### src/verilog/twc_pkg.sv
// twc_pkg: shared constants for the three-wire configuration port
// assumes both ends and the bench use package::name references
package twc_pkg;
    localparam int ADDR_W = 13;
    localparam int BYTE_W = 8;
    localparam int DIR_BIT = 7;
    localparam int CNT_HI_BIT = 6;
    localparam int CNT_LO_BIT = 5;
    localparam logic [1:0] CNT_ONE = 2'h0;
    localparam logic [1:0] CNT_MANY = 2'h3;
    localparam logic [12:0] ADR_PORT_CTRL = 13'h0003;
    localparam logic [12:0] ADR_RESET_MODE = 13'h0005;
    localparam logic [12:0] ADR_CLOCK_CFG = 13'h0006;
    localparam logic [12:0] ADR_REF_LEVEL = 13'h0008;
    localparam logic [12:0] ADR_DIG_OFFSET = 13'h0013;
    localparam logic [12:0] ADR_PAT_SEL = 13'h0014;
    localparam logic [12:0] ADR_PAT_HIGH = 13'h0015;
    localparam logic [12:0] ADR_PAT_LOW = 13'h0016;
    localparam logic [12:0] ADR_SER_STATUS = 13'h0801;
    localparam logic [12:0] ADR_SER_RESET = 13'h0802;
    localparam logic [12:0] ADR_SER_CTRL1 = 13'h0805;
    localparam logic [12:0] ADR_SWING = 13'h0808;
    localparam logic [12:0] ADR_SCRAMBLER = 13'h0809;
    localparam logic [7:0] RST_PORT_CTRL = 8'hff;
    localparam logic [7:0] RST_ZERO = 8'h00;
    localparam logic [7:0] RST_SER_STATUS = 8'h60;
    localparam logic [7:0] RST_SER_CTRL1 = 8'h49;
    localparam logic [7:0] RST_SWING = 8'h03;
    // writable bits per register; unused bits read as zero
    localparam logic [7:0] MSK_RESET_MODE = 8'h83;
    localparam logic [7:0] MSK_CLOCK_CFG = 8'h1b;
    localparam logic [7:0] MSK_REF_LEVEL = 8'h0f;
    localparam logic [7:0] MSK_DIG_OFFSET = 8'h3f;
    localparam logic [7:0] MSK_PAT_SEL = 8'h07;
    localparam logic [7:0] MSK_SER_RESET = 8'h88;
    localparam logic [7:0] MSK_SWING = 8'h07;
    localparam logic [7:0] MSK_SCRAMBLER = 8'h7f;
    localparam int CLK_DCS_BIT = 0;
    localparam int CLK_DIV2_BIT = 1;
    localparam int CLK_TYPE_BIT = 3;
    localparam int CLK_PIN_BIT = 4;
    localparam int REF_EN_BIT = 3;
    localparam logic [2:0] REF_UNUSED = 3'h7;
    localparam int SYNC_FAULT_BIT = 7;
    // host drives serial clock at clk / (2 * SCLK_HALF)
    // read data return five clocks after a fall (three to load, two to resync), so a half period needs six
    localparam int SCLK_HALF = 6;
endpackage : twc_pkg
### src/verilog/twc_if.sv
// twc_if: three-wire link between host and device ends
// assumes the bench resolves the shared data wire from the two enables
`timescale 1ns/1ps
interface twc_if;
    logic sclk;
    logic selN;
    logic hostDataOut;
    logic hostDataOeN;
    logic devDataOut;
    logic devDataOeN;
    logic dataIn;
    modport host (output sclk, output selN, output hostDataOut, output hostDataOeN, input dataIn);
    modport device (input sclk, input selN, output devDataOut, output devDataOeN, input dataIn);
endinterface : twc_if

### src/verilog/twc_device.sv
// twc_device: register end of the three-wire configuration port
// assumes the link pins are asynchronous and are synchronised to clk here
`timescale 1ns/1ps
// Contract
// - clock, select and one shared data line
// - serial activity only while select low
// - select fall then sclk rise starts
// - two instruction bytes precede data
// - instruction bit 7: 0 write, 1 read
// - bits 6:5 give the byte count
// - thirteen-bit address from both instruction bytes
// - address counter increments per later byte
// - data phase is whole bytes
// - every byte shifted msb first
// - select rise ends transfer, releases line
// - divide setting selects clock divide by two
// - duty correction enable switches stabiliser
// - register reference field sets full scale
// - pin selector picks single-ended clock pin
module twc_device (
    input wire logic clk,
    input wire logic rst_n,
    twc_if.device link,
    input wire logic receiverSyncFault,
    output logic clockDivideSetting,
    output logic dutyCorrectionEnable,
    output logic clockInputType,
    output logic clockPinSelector,
    output logic registerReferenceEnable,
    output logic [2:0] referenceLevelField,
    output logic [1:0] powerModeField,
    output logic softwareResetBit,
    output logic stateMachineSoftReset,
    output logic [5:0] digitalOffsetField,
    output logic [2:0] patternSelectField,
    output logic [15:0] patternWord,
    output logic [2:0] outputSwingField,
    output logic [6:0] scramblerSeedLow,
    output logic [7:0] serializerControlOne,
    output logic [7:0] portControl
);
    typedef enum logic [1:0] {
        TWC_IDLE = 2'b00,
        TWC_INSTR = 2'b01,
        TWC_DATA = 2'b10
    } twc_dstate_t;

    logic [1:0] sclkSync;
    logic [1:0] selSync;
    logic [1:0] dinSync;
    logic sclkLast;
    twc_dstate_t state;
    logic [2:0] bitCnt;
    logic byteIdx;
    logic [7:0] shiftIn;
    logic [7:0] shiftOut;
    logic isRead;
    logic [12:0] addr;
    logic [4:0] addrHigh;
    logic [7:0] rdReg;
    logic oeN;
    logic [7:0] syncFaultSeen;

    wire sclkRise = sclkSync[1] & ~sclkLast;
    wire sclkFall = ~sclkSync[1] & sclkLast;
    wire selActive = ~selSync[1];
    wire byteDone = sclkRise & (bitCnt == 3'h7);
    wire [7:0] byteIn = {shiftIn[6:0], dinSync[1]}; // msb first
    wire writeStb = (state == TWC_DATA) & byteDone & ~isRead;
    wire [12:0] nextAddr = addr + 13'h0001;
    wire [7:0] statusByte = {syncFaultSeen[7], 7'h00} | twc_pkg::RST_SER_STATUS;

    // register readback mux
    always_comb
    begin
        case (addr)
            twc_pkg::ADR_PORT_CTRL: rdReg = portControl;
            twc_pkg::ADR_RESET_MODE: rdReg = {softwareResetBit, 5'h00, powerModeField};
            twc_pkg::ADR_CLOCK_CFG: rdReg = {3'h0, clockPinSelector, clockInputType, 1'b0,
                clockDivideSetting, dutyCorrectionEnable};
            twc_pkg::ADR_REF_LEVEL: rdReg = {4'h0, registerReferenceEnable, referenceLevelField};
            twc_pkg::ADR_DIG_OFFSET: rdReg = {2'h0, digitalOffsetField};
            twc_pkg::ADR_PAT_SEL: rdReg = {5'h00, patternSelectField};
            twc_pkg::ADR_PAT_HIGH: rdReg = patternWord[15:8];
            twc_pkg::ADR_PAT_LOW: rdReg = patternWord[7:0];
            twc_pkg::ADR_SER_STATUS: rdReg = statusByte;
            twc_pkg::ADR_SER_RESET: rdReg = {softwareResetBit, 3'h0, stateMachineSoftReset, 3'h0};
            twc_pkg::ADR_SER_CTRL1: rdReg = serializerControlOne;
            twc_pkg::ADR_SWING: rdReg = {5'h00, outputSwingField};
            twc_pkg::ADR_SCRAMBLER: rdReg = {1'b0, scramblerSeedLow};
            default: rdReg = 8'h00;
        endcase
    end

    // link pins are asynchronous to clk
    always_ff @(posedge clk)
    begin
        if (!rst_n)
        begin
            sclkSync <= 2'h0;
            selSync <= 2'h3;
            dinSync <= 2'h0;
            sclkLast <= 1'b0;
        end
        else
        begin
            sclkSync <= {sclkSync[0], link.sclk};
            selSync <= {selSync[0], link.selN};
            dinSync <= {dinSync[0], link.dataIn};
            sclkLast <= sclkSync[1];
        end
    end

    // frame sequencer
    always_ff @(posedge clk)
    begin
        if (!rst_n || !selActive)
        begin
            state <= TWC_IDLE;
            bitCnt <= 3'h0;
            byteIdx <= 1'b0;
            shiftIn <= 8'h00;
            isRead <= 1'b0;
            addr <= 13'h0000;
            addrHigh <= 5'h00;
        end
        else
        begin
            case (state)
                TWC_IDLE:
                begin
                    // first rising sclk after select fall opens the frame
                    if (sclkRise)
                    begin
                        state <= TWC_INSTR;
                        shiftIn <= byteIn;
                        bitCnt <= 3'h1;
                    end
                end
                TWC_INSTR:
                begin
                    if (sclkRise)
                    begin
                        shiftIn <= byteIn;
                        bitCnt <= bitCnt + 3'h1;
                    end
                    if (byteDone && !byteIdx)
                    begin
                        isRead <= byteIn[twc_pkg::DIR_BIT];
                        addrHigh <= byteIn[4:0];
                        byteIdx <= 1'b1;
                    end
                    else if (byteDone)
                    begin
                        addr <= {addrHigh, byteIn};
                        state <= TWC_DATA;
                    end
                end
                TWC_DATA:
                begin
                    // the count field is informational; select rise alone ends a frame
                    if (sclkRise)
                    begin
                        shiftIn <= byteIn;
                        bitCnt <= bitCnt + 3'h1; // wraps per byte
                    end
                    if (byteDone)
                    begin
                        addr <= nextAddr;
                    end
                end
                default: state <= TWC_IDLE;
            endcase
        end
    end

    // read path: load on the falling edge before each data byte, shift on falls
    always_ff @(posedge clk)
    begin
        if (!rst_n || !selActive)
        begin
            shiftOut <= 8'h00;
            oeN <= 1'b1;
        end
        else if (sclkFall && state == TWC_DATA && isRead)
        begin
            oeN <= 1'b0;
            shiftOut <= (bitCnt == 3'h0) ? rdReg : {shiftOut[6:0], 1'b0};
        end
    end

    assign link.devDataOut = shiftOut[7];
    assign link.devDataOeN = oeN;

    // sticky sync fault, cleared by reading the status register
    always_ff @(posedge clk)
    begin
        if (!rst_n)
            syncFaultSeen <= 8'h00;
        else if (receiverSyncFault)
            syncFaultSeen <= 8'h80; // set beats clear
        else if (state == TWC_DATA && isRead && byteDone && addr == twc_pkg::ADR_SER_STATUS)
            syncFaultSeen <= 8'h00;
    end

    // configuration registers
    always_ff @(posedge clk)
    begin
        if (!rst_n)
        begin
            portControl <= twc_pkg::RST_PORT_CTRL;
            {softwareResetBit, powerModeField} <= 3'h0;
            {clockPinSelector, clockInputType, clockDivideSetting, dutyCorrectionEnable} <= 4'h0;
            {registerReferenceEnable, referenceLevelField} <= 4'h0;
            digitalOffsetField <= 6'h00;
            patternSelectField <= 3'h0;
            patternWord <= 16'h0000;
            stateMachineSoftReset <= 1'b0;
            serializerControlOne <= twc_pkg::RST_SER_CTRL1;
            outputSwingField <= twc_pkg::RST_SWING[2:0];
            scramblerSeedLow <= 7'h00;
        end
        else if (writeStb)
        begin
            case (addr)
                twc_pkg::ADR_PORT_CTRL: portControl <= byteIn;
                twc_pkg::ADR_RESET_MODE: {softwareResetBit, powerModeField} <= {byteIn[7], byteIn[1:0]};
                twc_pkg::ADR_CLOCK_CFG:
                begin
                    clockPinSelector <= byteIn[twc_pkg::CLK_PIN_BIT];
                    clockInputType <= byteIn[twc_pkg::CLK_TYPE_BIT];
                    clockDivideSetting <= byteIn[twc_pkg::CLK_DIV2_BIT];
                    dutyCorrectionEnable <= byteIn[twc_pkg::CLK_DCS_BIT];
                end
                twc_pkg::ADR_REF_LEVEL:
                begin
                    registerReferenceEnable <= byteIn[twc_pkg::REF_EN_BIT];
                    // unused code is refused, level keeps its last value
                    if (byteIn[2:0] != twc_pkg::REF_UNUSED)
                        referenceLevelField <= byteIn[2:0];
                end
                twc_pkg::ADR_DIG_OFFSET: digitalOffsetField <= byteIn[5:0];
                twc_pkg::ADR_PAT_SEL: patternSelectField <= byteIn[2:0];
                twc_pkg::ADR_PAT_HIGH: patternWord[15:8] <= byteIn;
                twc_pkg::ADR_PAT_LOW: patternWord[7:0] <= byteIn;
                twc_pkg::ADR_SER_RESET: {softwareResetBit, stateMachineSoftReset} <= {byteIn[7], byteIn[3]};
                twc_pkg::ADR_SER_CTRL1: serializerControlOne <= byteIn;
                twc_pkg::ADR_SWING: outputSwingField <= byteIn[2:0];
                twc_pkg::ADR_SCRAMBLER: scramblerSeedLow <= byteIn[6:0];
                default: ;
            endcase
        end
    end
endmodule : twc_device

### src/flat_wrapper.sv
// flat-port wrapper written by rule: the top's interface ports become plain ports
module twc_device_flat 
  (clk, rst_n, receiverSyncFault, clockDivideSetting, dutyCorrectionEnable, clockInputType, clockPinSelector, registerReferenceEnable, referenceLevelField, powerModeField, softwareResetBit, stateMachineSoftReset, digitalOffsetField, patternSelectField, patternWord, outputSwingField, scramblerSeedLow, serializerControlOne, portControl, link_sclk, link_selN, link_devDataOut, link_devDataOeN, link_dataIn);
  twc_if link_i ();
  input wire logic clk;
  input wire logic rst_n;
  input wire logic receiverSyncFault;
  output logic clockDivideSetting;
  output logic dutyCorrectionEnable;
  output logic clockInputType;
  output logic clockPinSelector;
  output logic registerReferenceEnable;
  output logic [2:0] referenceLevelField;
  output logic [1:0] powerModeField;
  output logic softwareResetBit;
  output logic stateMachineSoftReset;
  output logic [5:0] digitalOffsetField;
  output logic [2:0] patternSelectField;
  output logic [15:0] patternWord;
  output logic [2:0] outputSwingField;
  output logic [6:0] scramblerSeedLow;
  output logic [7:0] serializerControlOne;
  output logic [7:0] portControl;
  input wire logic [$bits(link_i.sclk)-1:0] link_sclk;
  input wire logic [$bits(link_i.selN)-1:0] link_selN;
  output wire logic [$bits(link_i.devDataOut)-1:0] link_devDataOut;
  output wire logic [$bits(link_i.devDataOeN)-1:0] link_devDataOeN;
  input wire logic [$bits(link_i.dataIn)-1:0] link_dataIn;
  assign link_i.sclk = link_sclk;
  assign link_i.selN = link_selN;
  assign link_devDataOut = link_i.devDataOut;
  assign link_devDataOeN = link_i.devDataOeN;
  assign link_i.dataIn = link_dataIn;
  twc_device u_core (.clk(clk), .rst_n(rst_n), .link(link_i), .receiverSyncFault(receiverSyncFault), .clockDivideSetting(clockDivideSetting), .dutyCorrectionEnable(dutyCorrectionEnable), .clockInputType(clockInputType), .clockPinSelector(clockPinSelector), .registerReferenceEnable(registerReferenceEnable), .referenceLevelField(referenceLevelField), .powerModeField(powerModeField), .softwareResetBit(softwareResetBit), .stateMachineSoftReset(stateMachineSoftReset), .digitalOffsetField(digitalOffsetField), .patternSelectField(patternSelectField), .patternWord(patternWord), .outputSwingField(outputSwingField), .scramblerSeedLow(scramblerSeedLow), .serializerControlOne(serializerControlOne), .portControl(portControl));
endmodule
### config.mk
export PLATFORM = sky130hd
export DESIGN_NAME = twc_device_flat
export DESIGN_NICKNAME = d
export VERILOG_FILES = /design/src/verilog/twc_pkg.sv /design/src/verilog/twc_if.sv /design/src/verilog/twc_device.sv /design/src/flat_wrapper.sv
export SDC_FILE = /design/constraint.sdc
export NUM_CORES = 1
export LEC_CHECK = 0
export BUFFER_PORTS_ARGS = -buffer_cell sky130_fd_sc_hd__clkbuf_2
export CAP_MARGIN = 20
export CORE_ASPECT_RATIO = 1.25
export CORE_MARGIN = 3
export CORE_UTILIZATION = 63
export CTS_BUF_LIST = sky130_fd_sc_hd__clkbuf_8 sky130_fd_sc_hd__clkbuf_16
export CTS_CLUSTER_DIAMETER = 120
export DETAILED_ROUTE_END_ITERATION = 7
export PLACE_DENSITY = 0.93
export SLEW_MARGIN = 15
export SYNTH_ARGS = -nofsm -noshare
export SYNTH_HDL_FRONTEND = slang
export SYNTH_SLANG_ARGS = --single-unit
### constraint.sdc
create_clock -name clk -period 3.9 [get_ports clk]
set_input_delay 0.195 -clock clk [delete_from_list [all_inputs] [get_ports clk]]
set_output_delay 0.195 -clock clk [all_outputs]
set_load 0.02 [all_outputs]
==> flow_summary.yaml <==
outcome:
  status: "finished, final reports clean"
timing:
  grt_setup_unrepaired: "false"
  slew_viol_final: 0
  hold_viol_final: 0
  tightest_slew_ns: 0.9200
  fin_crit_sh_pct: 66.41
  layout_setup_ws_ns: 1.310
  fmax_ghz: 0.3861
  slew_headroom_pct: 38.54
  post-route-min-period_ns: 2.590
  setup_tns_ns: 0
  setup_viol: 0
  fin_worst_skew_ns: 0.009790
global_route:
  grt_use_total_pct: 33.52
  grt_pass1_vias: 5211
  grt_antenna_before_repair: 0
  grt_max_degree: 73
  grt_pass1_wl_um: 27030
  grt_overflow: 0
clock_network:
  cts_root_buffer: "clkbuf_8"
  cts.sink_count: 112
  clockBufferDepth: 2
  cts_resized: 0
  cts-buffers-inserted: 9
  htreeDepth: 3
  clk_latency_ns: 0.38
  cts_setup_buffers: 0
  cts_tree: "yes"
  path_clk_slew_ns: 0.10
setup_path:
  cp_slowest_cell: "or4_1"
  crit_arrival_ns: 2.88
  critPathCaptureType: "register"
  crit_chain: "or4_1 -> nor3_2 -> a32oi_1 -> and4b_1 -> a221oi_1"
  critPathBufInv: 0
  critical_path.max_fanout: 20
  crit_path_max_incr_delay_ns: 0.84
  worstPathRequired_ns: 4.19
  cp-start-kind: "register"
  worst-setup-path-type: "reg -> reg"
  critical-path-top-delay-family: "simple AND/OR/NAND/NOR gates"
routing:
  dr.pass1.iters: 5
  remaining_drc_errors: 0
  viasPerCell: 6.732
  wl_per_cell_um: 20.58
  ant_nets: 0
  dr_total_vias: 5534
  drt_iter0_drc: 639
  routed_wl_um: 16910
die:
  core_area_um2: 8426
  chipWidth_um: 90.28
  rows: 37
  dieArea_um2: 10050
  initial_utilization_pct: 66.38
  num_io_pins: 71
  die_h_um: 111.3
logic_synthesis:
  netlist_area_um2: 5593
  yosysSeqAreaShare_pct: 40.09
  ys_ff_latch: 112
  ys_warn_count: 0
  synth_cell_types: 61
  synth_edf_count: 0
  avgSynthCellArea_um2: 8.385
  synth_nets: 684
  synth_cells: 667
  synth_flop_cell: "dfxtp_1"
  async_reset_ff_share_pct: 0
place:
  gp_congestion: 0.9875
  pre_cts_ws_ns: 1.426
  dp_hpwl_um: 11510
  port_buffers: 70
worst_hold_path:
  hp-class: "in -> reg"
run:
  max-cap-violations: 0
finish:
  multi_input_area_um2: 3083
  register_area_um2: 2242
  post-route-util_pct: 73.03
  syn2layout_area_growth_pct: 10.02
  antenna_cells: 0
  nets: 717
  nFillCells: 642
  drive_gt1_share_pct: 14.89
pwr:
  total_power_mw: 1.973
  p_per_area_nw_per_um2: 320.7
  leakage_nw: 2.305
  vdd_drop_max_mv: 0.2692
==> logic make-up (layout without fill, tap and decap cells) <==
| family | after synthesis | count (layout) | share of synthesized area, % |
|---|---|---|---|
| adders and majority gates | 11 | 11 | 2.461 |
| muxes | 32 | 32 | 5.772 |
| and+or+nand+nor | 289 | 289 | 27.20 |
| DFF | 112 | 112 | 40.09 |
| AOI/OAI and AO/OA | 156 | 156 | 19.60 |
| buffers and inverters | 67 | 105 | 4.877 |
==> what timing repair did <==
item                                    4_1_cts  5_1_grt
endpoints found under the setup margin        0        0
hold endpoints to repair                      1        0
hold buffers                                  1        0
==> layer usage <==
layer | wire length [um] | GRT usage, % | vias up
met4 | 1190 | 22.68 | 0
met3 | 1679 | 5.878 | 97
met1 | 6083 | 40.87 | 2621
met5 | 0 | 0 | -
li1 | - | - | 2450
met2 | 7959 | 54.09 | 366
==> stage by stage <==
stage	cells	cell area [um2]	hold slack (ns)
finish	822	6153	0.02035
global route	822	6153	0.02459
CTS	822	6153	0.01467
detailed placement	805	5912	0.3816
global placement	805	5912	0.3782
floorplan	667	5593	0.2965
==> where the power goes <==
part	total, mW	switching [mW]	internal (mW)
sequential	1.15	0.00487	1.15
clock	0.786	0.390	0.396
combinational	0.0360	0.0193	0.0167
==> flip-flops by register name (all words and copies together), names as in the netlist, 2 cells and up <==
| register | count |
|---|---|
| u_core.patternWord | 16 |
| u_core.addr | 13 |
| u_core.portControl | 8 |
| u_core.serializerControlOne | 8 |
| u_core.shiftOut | 8 |
| u_core.scramblerSeedLow | 7 |
| u_core.shiftIn | 7 |
| u_core.digitalOffsetField | 6 |
| u_core.addrHigh | 5 |
| u_core.bitCnt | 3 |
| u_core.outputSwingField | 3 |
| u_core.patternSelectField | 3 |
| u_core.referenceLevelField | 3 |
| u_core.dinSync | 2 |
| u_core.powerModeField | 2 |
| u_core.sclkSync | 2 |
| u_core.selSync | 2 |
| u_core.state | 2 |
==> layout make-up <==
class,instances,share of cell area (%)
Inverter,12,0.7320
Clock buffer,11,2.460
Sequential cell,112,36.44
Multi-Input combinational cell,488,50.10
Tap cell,117,2.379
Clock inverter,5,1.301
Timing Repair Buffer,77,6.588
==> synth_stat cells, types with 5 or more instances <==
master | n | area, um2
a22o_1 | 6 | 52.55
dfxtp_1 | 112 | 2242
and3_1 | 7 | 43.79
nor2_1 | 35 | 131.4
buf_2 | 5 | 25.02
ha_1 | 11 | 137.6
nand4_1 | 6 | 37.54
a21oi_1 | 25 | 125.1
a21o_1 | 5 | 37.54
clkbuf_1 | 43 | 161.4
nand2b_1 | 6 | 37.54
a32oi_1 | 6 | 52.55
a22oi_1 | 9 | 67.56
and4_1 | 7 | 61.31
a211oi_1 | 8 | 60.06
mux2i_1 | 30 | 300.3
nand3_1 | 49 | 245.2
nor2b_1 | 20 | 125.1
and2_1 | 10 | 62.56
nand2_1 | 102 | 382.9
a31oi_1 | 6 | 37.54
a21boi_1 | 34 | 255.2
o31ai_1 | 6 | 45.04
nor3_1 | 9 | 45.04
o21ai_0 | 23 | 115.1
nand3b_1 | 5 | 37.54
buf_1 | 5 | 18.77
or3_1 | 5 | 31.28
inv_1 | 11 | 41.29
==> cell usage in the layout, fill, tap and decap left out, drive strengths merged, types with 5 or more instances in the layout <==
cell type / instances
nand3: 49
nor4: 7
nand2: 102
or3: 5
mux2i: 30
and2: 10
nor2b: 20
a22oi: 9
a21boi: 34
buf: 6
ha: 11
a21oi: 26
nand4: 6
dfxtp: 112
clkbuf: 81
nor2: 35
inv: 13
a22o: 6
and4: 7
a21o: 5
nand3b: 5
a31oi: 6
a211oi: 8
and3: 7
nor3: 13
o21ai: 23
nand2b: 6
o31ai: 6
a32oi: 6
==> final timing paths <==
| kind | cells past startpoint | slack (ns) | start | to |
|---|---|---|---|---|
| min | 2 | 0.02 | link_sclk | u_core.sclkSync[0] |
| max | 5 | 1.31 | u_core.addr[4] | u_core.shiftOut[2] |
| max reg2reg | 5 | 1.31 | u_core.addr[4] | u_core.shiftOut[2] |
| min reg2reg | 1 | 0.42 | u_core.selSync[0] | u_core.selSync[1] |
Power figures use the tool's default switching activity.
